===== config.mk =====
export PLATFORM = sky130hd
export DESIGN_NAME = usbts_core
export DESIGN_NICKNAME = d
export VERILOG_FILES = /design/src/usbts_pkg.sv /design/src/usbts_core.sv
export SDC_FILE = /design/constraint.sdc
export NUM_CORES = 1
export LEC_CHECK = 0
export ABC_AREA = 1
export BUFFER_PORTS_ARGS = -buffer_cell sky130_fd_sc_hd__buf_2
export CAP_MARGIN = 20
export CORE_ASPECT_RATIO = 0.8
export CORE_MARGIN = 1
export CORE_UTILIZATION = 46
export DETAILED_ROUTE_END_ITERATION = 12
export MAX_ROUTING_LAYER = met4
export PLACE_DENSITY = 0.7
export SETUP_SLACK_MARGIN = 0.02
export SLEW_MARGIN = 20
export SYNTH_ARGS = -nofsm -noshare
export SYNTH_HDL_FRONTEND = slang
export SYNTH_SLANG_ARGS = --single-unit

===== constraint.sdc =====
create_clock -name REF_CLK -period 2.24 [get_ports REF_CLK]
set_clock_uncertainty 0.05 [all_clocks]
set_input_delay 0.336 -clock REF_CLK [delete_from_list [all_inputs] [get_ports REF_CLK]]
set_output_delay 0.336 -clock REF_CLK [all_outputs]
set_load 0.03 [all_outputs]

===== src/usbts_pkg.sv =====
// constants, register map and field layout of the usb transfer status block
// How it works
// - status bits 7..4 hold last endpoint number
// - status bit 3 set for transmit transfers
// - status bit 2 set for odd bank
// - status bits 31..8 and 1..0 read zero
// - status register fronts a four-entry record fifo
// - status valid only while completion flag set
// - clearing completion flag pops the fifo
// - pointer reset bit forces even bank pointers
// - enable bit turns the module on
// - host mode frame tokens every millisecond when enabled
// - host logic reset whenever host bit toggles
// - host appends low-speed eop when resume clears
package usbts_pkg;
	localparam int ADDR_W = 12;
	localparam logic [ADDR_W-1:0] STAT_OFS = 12'h000;
	localparam logic [ADDR_W-1:0] CTRL_OFS = 12'h004;
	localparam logic [ADDR_W-1:0] IFLAG_OFS = 12'h008;
	localparam logic [ADDR_W-1:0] TOKEN_OFS = 12'h00C;
	localparam int CTRL_EN_BIT = 0;
	localparam int CTRL_PPRST_BIT = 1;
	localparam int CTRL_RESUME_BIT = 2;
	localparam int CTRL_HOST_BIT = 3;
	localparam int CTRL_FRAME_TOKEN_ENABLE_BIT = 4;
	localparam int CTRL_TOKBUSY_BIT = 5;
	localparam int CTRL_W = 6;
	localparam logic [CTRL_W-1:0] CTRL_RESET = 6'h00;
	localparam int IFLAG_TRN_BIT = 3;
	localparam int STAT_ENDP_LSB = 4;
	localparam int STAT_DIR_BIT = 3;
	localparam int STAT_ODD_BIT = 2;
	localparam int REC_W = 6;
	localparam int TOKEN_W = 8;
	localparam logic [TOKEN_W-1:0] TOKEN_RESET = 8'h00;
	localparam int FIFO_DEPTH = 4;
	localparam int CLK_PERIOD_NS = 10;
	localparam int SOF_PERIOD_NS = 1000000;
	localparam int SOF_PERIOD_CYC = SOF_PERIOD_NS / CLK_PERIOD_NS;
endpackage


===== src/usbts_core.sv =====
// usb transfer status fifo, control register and frame timing behind apb
module usbts_core #(
	parameter int DEPTH = usbts_pkg::FIFO_DEPTH,
	parameter int SOF_CYC = usbts_pkg::SOF_PERIOD_CYC
) (
	// clock and reset
	input wire logic REF_CLK,
	input wire logic NRST,
	// apb slave
	input wire logic PSEL,
	input wire logic PENABLE,
	input wire logic PWRITE,
	input wire logic [usbts_pkg::ADDR_W-1:0] PADDR,
	input wire logic [31:0] PWDATA,
	output logic [31:0] PRDATA,
	output logic PREADY,
	output logic PSLVERR,
	// completed transfer from the usb engine
	input wire logic XFER_DONE,
	input wire logic [3:0] XFER_ENDP,
	input wire logic XFER_TX,
	input wire logic XFER_ODD,
	output logic XFER_READY,
	// token engine
	input wire logic TOKEN_DONE,
	output logic [usbts_pkg::TOKEN_W-1:0] TOKEN_CMD,
	output logic TOKEN_GO,
	// control towards the usb engine
	output logic MODULE_ON,
	output logic PTR_EVEN_FORCE,
	output logic HOST_LOGIC_RESET,
	output logic SOF_TOKEN,
	output logic RESUME_DRIVE,
	output logic LS_EOP,
	output logic TRN_FLAG
);
	localparam int PTR_W = (DEPTH > 1) ? $clog2(DEPTH) : 1;
	localparam int CNT_W = $clog2(DEPTH + 1);
	localparam int SOF_W = $clog2(SOF_CYC + 1);
	localparam logic [CNT_W-1:0] CNT_FULL = CNT_W'(DEPTH);
	localparam logic [PTR_W-1:0] PTR_LAST = PTR_W'(DEPTH - 1);
	localparam logic [SOF_W-1:0] SOF_LAST = SOF_W'(SOF_CYC - 1);

	logic [usbts_pkg::REC_W-1:0] fifo_mem [DEPTH];
	logic [PTR_W-1:0] wr_ptr;
	logic [PTR_W-1:0] rd_ptr;
	logic [CNT_W-1:0] count;
	logic [CNT_W-1:0] next_count;
	logic [usbts_pkg::CTRL_W-1:0] ctrl;
	logic host_prev;
	logic resume_prev;
	logic [SOF_W-1:0] sof_cnt;
	logic access;
	logic wr_acc;
	logic push;
	logic pop;
	logic tok_write;
	logic host_on;
	logic [usbts_pkg::REC_W-1:0] head;
	logic [31:0] stat_word;
	logic [31:0] rd_word;
	logic addr_ok;
	logic acc_wait;

	// apb: one wait cycle, everything commits at the pready edge
	assign access = PSEL & PENABLE & PREADY;
	// first access cycle, the one that earns the wait state
	assign acc_wait = PSEL & PENABLE & ~PREADY;
	assign wr_acc = access & PWRITE;
	assign host_on = ctrl[usbts_pkg::CTRL_HOST_BIT];
	assign head = fifo_mem[rd_ptr];

	// record pushed only while the fifo has room
	assign push = XFER_DONE & ctrl[usbts_pkg::CTRL_EN_BIT]
		& (count != CNT_FULL);
	// writing one to the completion flag clears it, which advances
	assign pop = wr_acc & (PADDR == usbts_pkg::IFLAG_OFS)
		& PWDATA[usbts_pkg::IFLAG_TRN_BIT] & (count != '0);
	// token refused while busy so a command is never overwritten
	assign tok_write = wr_acc & (PADDR == usbts_pkg::TOKEN_OFS)
		& ~ctrl[usbts_pkg::CTRL_TOKBUSY_BIT];

	// push and pop in one cycle leave the count alone
	always_comb begin
		next_count = count;
		if (push & ~pop) begin
			next_count = count + CNT_W'(1);
		end else if (pop & ~push) begin
			next_count = count - CNT_W'(1);
		end
	end

	// status record fields; zero while no record is held
	always_comb begin
		stat_word = 32'h0000_0000;
		if (count != '0) begin
			stat_word[usbts_pkg::STAT_ENDP_LSB +: 4] = head[5:2];
			stat_word[usbts_pkg::STAT_DIR_BIT] = head[1];
			stat_word[usbts_pkg::STAT_ODD_BIT] = head[0];
		end
	end

	// read mux; offsets outside the map flag a slave error
	always_comb begin
		rd_word = 32'h0000_0000;
		addr_ok = 1'b1;
		case (PADDR)
			usbts_pkg::STAT_OFS: begin
				rd_word = stat_word;
			end
			usbts_pkg::CTRL_OFS: begin
				rd_word[usbts_pkg::CTRL_W-1:0] = ctrl;
			end
			usbts_pkg::IFLAG_OFS: begin
				rd_word[usbts_pkg::IFLAG_TRN_BIT] = TRN_FLAG;
			end
			usbts_pkg::TOKEN_OFS: begin
				rd_word[usbts_pkg::TOKEN_W-1:0] = TOKEN_CMD;
			end
			default: begin
				addr_ok = 1'b0;
			end
		endcase
	end

	// ready rises one cycle after enable: a single wait state
	always_ff @(posedge REF_CLK or negedge NRST) begin
		if (!NRST) begin
			PREADY <= 1'b0;
		end else begin
			PREADY <= acc_wait;
		end
	end

	// unmapped offsets answer with an error and no effect
	always_ff @(posedge REF_CLK or negedge NRST) begin
		if (!NRST) begin
			PSLVERR <= 1'b0;
		end else begin
			PSLVERR <= acc_wait & ~addr_ok;
		end
	end

	// read data only in the ready cycle, zero between
	always_ff @(posedge REF_CLK or negedge NRST) begin
		if (!NRST) begin
			PRDATA <= 32'h0000_0000;
		end else if (acc_wait & ~PWRITE) begin
			PRDATA <= rd_word;
		end else begin
			PRDATA <= 32'h0000_0000;
		end
	end

	// record fifo
	// memory is not reset; an empty fifo reads as zero anyway
	always_ff @(posedge REF_CLK) begin
		if (push) begin
			fifo_mem[wr_ptr] <= {XFER_ENDP, XFER_TX, XFER_ODD};
		end
	end

	always_ff @(posedge REF_CLK or negedge NRST) begin
		if (!NRST) begin
			wr_ptr <= '0;
		end else if (push) begin
			wr_ptr <= (wr_ptr == PTR_LAST) ? '0 : wr_ptr + PTR_W'(1);
		end
	end

	always_ff @(posedge REF_CLK or negedge NRST) begin
		if (!NRST) begin
			rd_ptr <= '0;
		end else if (pop) begin
			rd_ptr <= (rd_ptr == PTR_LAST) ? '0 : rd_ptr + PTR_W'(1);
		end
	end

	// count is the single source of full and empty
	always_ff @(posedge REF_CLK or negedge NRST) begin
		if (!NRST) begin
			count <= '0;
		end else begin
			count <= next_count;
		end
	end

	// flags follow the next count so they never lag a push or pop
	always_ff @(posedge REF_CLK or negedge NRST) begin
		if (!NRST) begin
			TRN_FLAG <= 1'b0;
			XFER_READY <= 1'b0;
		end else begin
			// a push in the clearing cycle keeps the flag up
			TRN_FLAG <= (next_count != '0);
			XFER_READY <= (next_count != CNT_FULL);
		end
	end

	// control register; busy bit is hardware owned, set wins over done
	always_ff @(posedge REF_CLK or negedge NRST) begin
		if (!NRST) begin
			ctrl <= usbts_pkg::CTRL_RESET;
		end else begin
			if (wr_acc & (PADDR == usbts_pkg::CTRL_OFS)) begin
				ctrl[usbts_pkg::CTRL_TOKBUSY_BIT-1:0] <=
					PWDATA[usbts_pkg::CTRL_TOKBUSY_BIT-1:0];
			end
			if (tok_write) begin
				ctrl[usbts_pkg::CTRL_TOKBUSY_BIT] <= 1'b1;
			end else if (TOKEN_DONE) begin
				ctrl[usbts_pkg::CTRL_TOKBUSY_BIT] <= 1'b0;
			end
		end
	end

	// go pulses once per accepted command
	always_ff @(posedge REF_CLK or negedge NRST) begin
		if (!NRST) begin
			TOKEN_GO <= 1'b0;
		end else begin
			TOKEN_GO <= tok_write;
		end
	end

	// command held for the engine until the next accepted one
	always_ff @(posedge REF_CLK or negedge NRST) begin
		if (!NRST) begin
			TOKEN_CMD <= usbts_pkg::TOKEN_RESET;
		end else if (tok_write) begin
			TOKEN_CMD <= PWDATA[usbts_pkg::TOKEN_W-1:0];
		end
	end

	// level controls mirrored from the control register
	always_ff @(posedge REF_CLK or negedge NRST) begin
		if (!NRST) begin
			MODULE_ON <= 1'b0;
		end else begin
			MODULE_ON <= ctrl[usbts_pkg::CTRL_EN_BIT];
		end
	end

	// pointers stay forced for as long as the bit is held
	always_ff @(posedge REF_CLK or negedge NRST) begin
		if (!NRST) begin
			PTR_EVEN_FORCE <= 1'b0;
		end else begin
			PTR_EVEN_FORCE <= ctrl[usbts_pkg::CTRL_PPRST_BIT];
		end
	end

	// resume length is timed by software, not here
	always_ff @(posedge REF_CLK or negedge NRST) begin
		if (!NRST) begin
			RESUME_DRIVE <= 1'b0;
		end else begin
			RESUME_DRIVE <= ctrl[usbts_pkg::CTRL_RESUME_BIT];
		end
	end

	// host reset pulse on either edge of the host bit
	always_ff @(posedge REF_CLK or negedge NRST) begin
		if (!NRST) begin
			host_prev <= 1'b0;
			HOST_LOGIC_RESET <= 1'b0;
		end else begin
			host_prev <= host_on;
			HOST_LOGIC_RESET <= host_on ^ host_prev;
		end
	end

	// low-speed eop appended when resume drops in host mode
	always_ff @(posedge REF_CLK or negedge NRST) begin
		if (!NRST) begin
			resume_prev <= 1'b0;
			LS_EOP <= 1'b0;
		end else begin
			resume_prev <= ctrl[usbts_pkg::CTRL_RESUME_BIT];
			LS_EOP <= host_on & resume_prev
				& ~ctrl[usbts_pkg::CTRL_RESUME_BIT];
		end
	end

	// frame timer restarts on host toggle so frames realign
	always_ff @(posedge REF_CLK or negedge NRST) begin
		if (!NRST) begin
			sof_cnt <= '0;
			SOF_TOKEN <= 1'b0;
		end else begin
			SOF_TOKEN <= 1'b0;
			if (!host_on || !ctrl[usbts_pkg::CTRL_FRAME_TOKEN_ENABLE_BIT]
				|| (host_on ^ host_prev)) begin
				sof_cnt <= '0;
			end else if (sof_cnt == SOF_LAST) begin
				sof_cnt <= '0;
				SOF_TOKEN <= 1'b1;
			end else begin
				sof_cnt <= sof_cnt + SOF_W'(1);
			end
		end
	end
endmodule


==> results by group <==
Global routing
  • First-pass GRT wire length: 12700 um
  • Initial antenna violation count: 0
  • Tot GR Track Use: 19.2%
  • Pin count of the biggest net entering global routing: 38
  • Remaining Overflow, GRT: 0
  • Vias in the first global route: 2647

CTS
  • H-tree depth: 3
  • Post-CTS setup buffer count: 0
  • Root buffer cell: clkbuf_8
  • Clk Latency, worst-skew pair: 0.35 ns
  • TritonCTS buffer count: 9
  • CTS resizes: 0
  • TritonCTS clock tree: built
  • CTS clock-pin slew for the worst setup and hold paths: 0.09 ns
  • CTS Buffer Depth: 2
  • Clock sinks: 82

Detailed routing
  • DRC errors left: 0
  • Routed WL per cell: 12.8 um
  • Via count: 2907
  • Final wirelength: 7790 um
  • Drt via density: 4.77
  • Iter 0 DRT Violations: 169
  • Final ANT Viol Nets: 0
  • Pre-antenna DRT Iters: 4

Logic synthesis
  • Synth cell types: 35
  • Largest area contributor in the netlist: dfrtp_1
  • Top cell type's share of synthesized area: 36.7%
  • Register area share after synthesis: 55.0%
  • Syn avg cell area: 9.34 sq um
  • Mapped cell area: 3950 sq um
  • Synthesis Warnings: 0
  • Area contributors post-synth: dfrtp_1 (37%), edfxtp_1 (18%), nand2_1 (7.7%), nor2_1 (4.9%), buf_4 (4.6%)
  • Commonest cells post-synth: nand2_1 (81), dfrtp_1 (58), nor2_1 (52)
  • Synth async-reset ratio: 70.7%
  • Post-synthesis register bit count: 82
  • Count leader, synth: nand2_1
  • Top_reg_cell synth: dfrtp_1
  • Gate Count Post-Synth: 423
  • Post-synth EDFFs: 24

Place
  • Worst slack, placed: 0.428 ns
  • Placer congestion estimate: 0.829
  • Post-placement cell area: 4330 sq um
  • DPL Wire Length: 5830 um
  • PortBufs: 59

Timing
  • Tmin final: 1.82 ns
  • Worst-Margin Slew: 0.509 ns
  • Fin crit share: 81.2%
  • Hold WS: 0.0874 ns
  • Max Slew Vio Count: 0
  • Setup WS post-layout: 0.422 ns
  • Setup violations, final: 0
  • Final Hold Viols: 0
  • RSZ-0062 raised after global routing: no
  • Fmax: 0.550 GHz
  • Final TNS setup: 0 ns
  • Slew headroom: 66.1%

Critical path
  • Crit path max fanout: 4
  • Worst Path Arrival: 2.02 ns
  • WP data required: 2.44 ns
  • Setup crit end kind: flop
  • Critical Path Source Type: flop
  • Worst setup path class: reg2reg

Layout
  • Layout area overhead: 15.0%
  • Fin nets: 563
  • Fin area: 4540 sq um
  • Diode count: 0
  • Share of cells above drive strength 1: 23.7%

Run status
  • Status: finished, final reports clean

Floorplanning
  • Die width: 106 um
  • IO Pins: 108
  • CORE AREA: 8130 sq um
  • Starting Density: 48.6%
  • Row Count: 29
  • DIE AREA: 8970 sq um
  • Die height: 84.9 um

Pwr
  • VDD IR max: 0.352 mV
  • PD cells: 609 nW/um^2
  • Pleak: 2.20 nW

Run
  • MaxCap Viol Count: 0

Worst hold path
  • Hold Path Class: in2reg
[state kept, by name (all words and copies together), names as in the netlist, 2 cells and up]
| register | count |
|---|---|
| sof_cnt | 17 |
| PRDATA | 8 |
| count | 3 |
| fifo_mem | 24 |
| ctrl | 6 |
| TOKEN_CMD | 8 |
| rd_ptr | 2 |
| wr_ptr | 2 |
[metal layers]
layer / part of all wire, % / global-route usage, % / up-vias
met4: 1.1 / 5.56 / 0
met2: 43 / 28.1 / 106
met3: 6.7 / 5.07 / 7
li1: - / - / 1458
met1: 49 / 26.5 / 1336
met5: 0 / - / -
[cell type report]
type                    count  area (sq um)
repair buffers             67           370
clock buffers              10           128
multi-input cells         286          1480
fillers                   703          3580
inverters                  51           191
flip-flops and latches     82          2170
clock inverters             6          72.6
well taps                 108           135
[critical path: stages, from the launching register on]
cell and delay, ns:
dfrtp_1 0.38, ha_1 0.21, nand2_1 0.08, nor2_1 0.15
nand2_1 0.10, nor2_2 0.14, nand2_1 0.10, nor2_2 0.16
nand2_1 0.13, o21ai_1 0.17, nor2_1 0.06
[layout by cell type (no fill, tap or decap), types with 11 or more instances in the layout]
| master | count |
|---|---|
| buf_2 | 59 |
| nor2_2 | 11 |
| o21ai_1 | 12 |
| o21ai_0 | 18 |
| dfrtp_1 | 58 |
| a21oi_1 | 11 |
| nand3_1 | 19 |
| conb_1 | 24 |
| nand2_1 | 81 |
| edfxtp_1 | 24 |
| inv_1 | 46 |
| nor2_1 | 52 |
[cells by family after synthesis]
kind of cell / synth area share [%]
AOI/OAI and AO/OA: 7.28
buffers and inverters: 9.88
other: 0.0949
and+or+nand+nor: 23.6
DFF: 55.0
adders and majority gates: 2.85
xor gates and xnor gates: 1.33
[where the power goes]
group / switching (mW) / internal [mW] / leakage, nW / total (mW)
clock network: 0.545 / 0.529 / 0.0993 / 1.07
logic: 0.115 / 0.0339 / 1.11 / 0.149
registers: 0.00215 / 1.54 / 0.993 / 1.54
total: 0.662 / 2.10 / 2.20 / 2.77
[through the flow]
| stage | power, mW | instances | util, % |
|---|---|---|---|
| final | 2.77 | 610 | 55.9 |
| after global routing | 2.87 | 610 | 55.9 |
| after CTS | 2.79 | 610 | 55.9 |
| after detailed placement | 1.72 | 593 | 53.3 |
| after global placement | 1.72 | 593 | 53.3 |
| after floorplan | 1.69 | 446 | - |
[final timing paths]
kind | slack [ns] | start | endpoint | depth (start not counted)
hold / removal | 0.09 | TOKEN_DONE | ctrl[5] | 2
setup / recovery | 0.42 | sof_cnt[0] | sof_cnt[14] | 10
hold reg to reg | 0.36 | ctrl[1] | PTR_EVEN_FORCE | 0
setup reg to reg | 0.42 | sof_cnt[0] | sof_cnt[14] | 10
max in group asynchronous | 1.12 | NRST | count[2] | 3
min in group asynchronous | 0.43 | NRST | resume_prev | 2
[timing repair]
action / 4_1_cts / 5_1_grt
setup endpoints to repair: 0 / 0
hold buffers: 1 / 0
endpoints found under the hold margin: 21 / 0
Power figures use the tool's default switching activity.
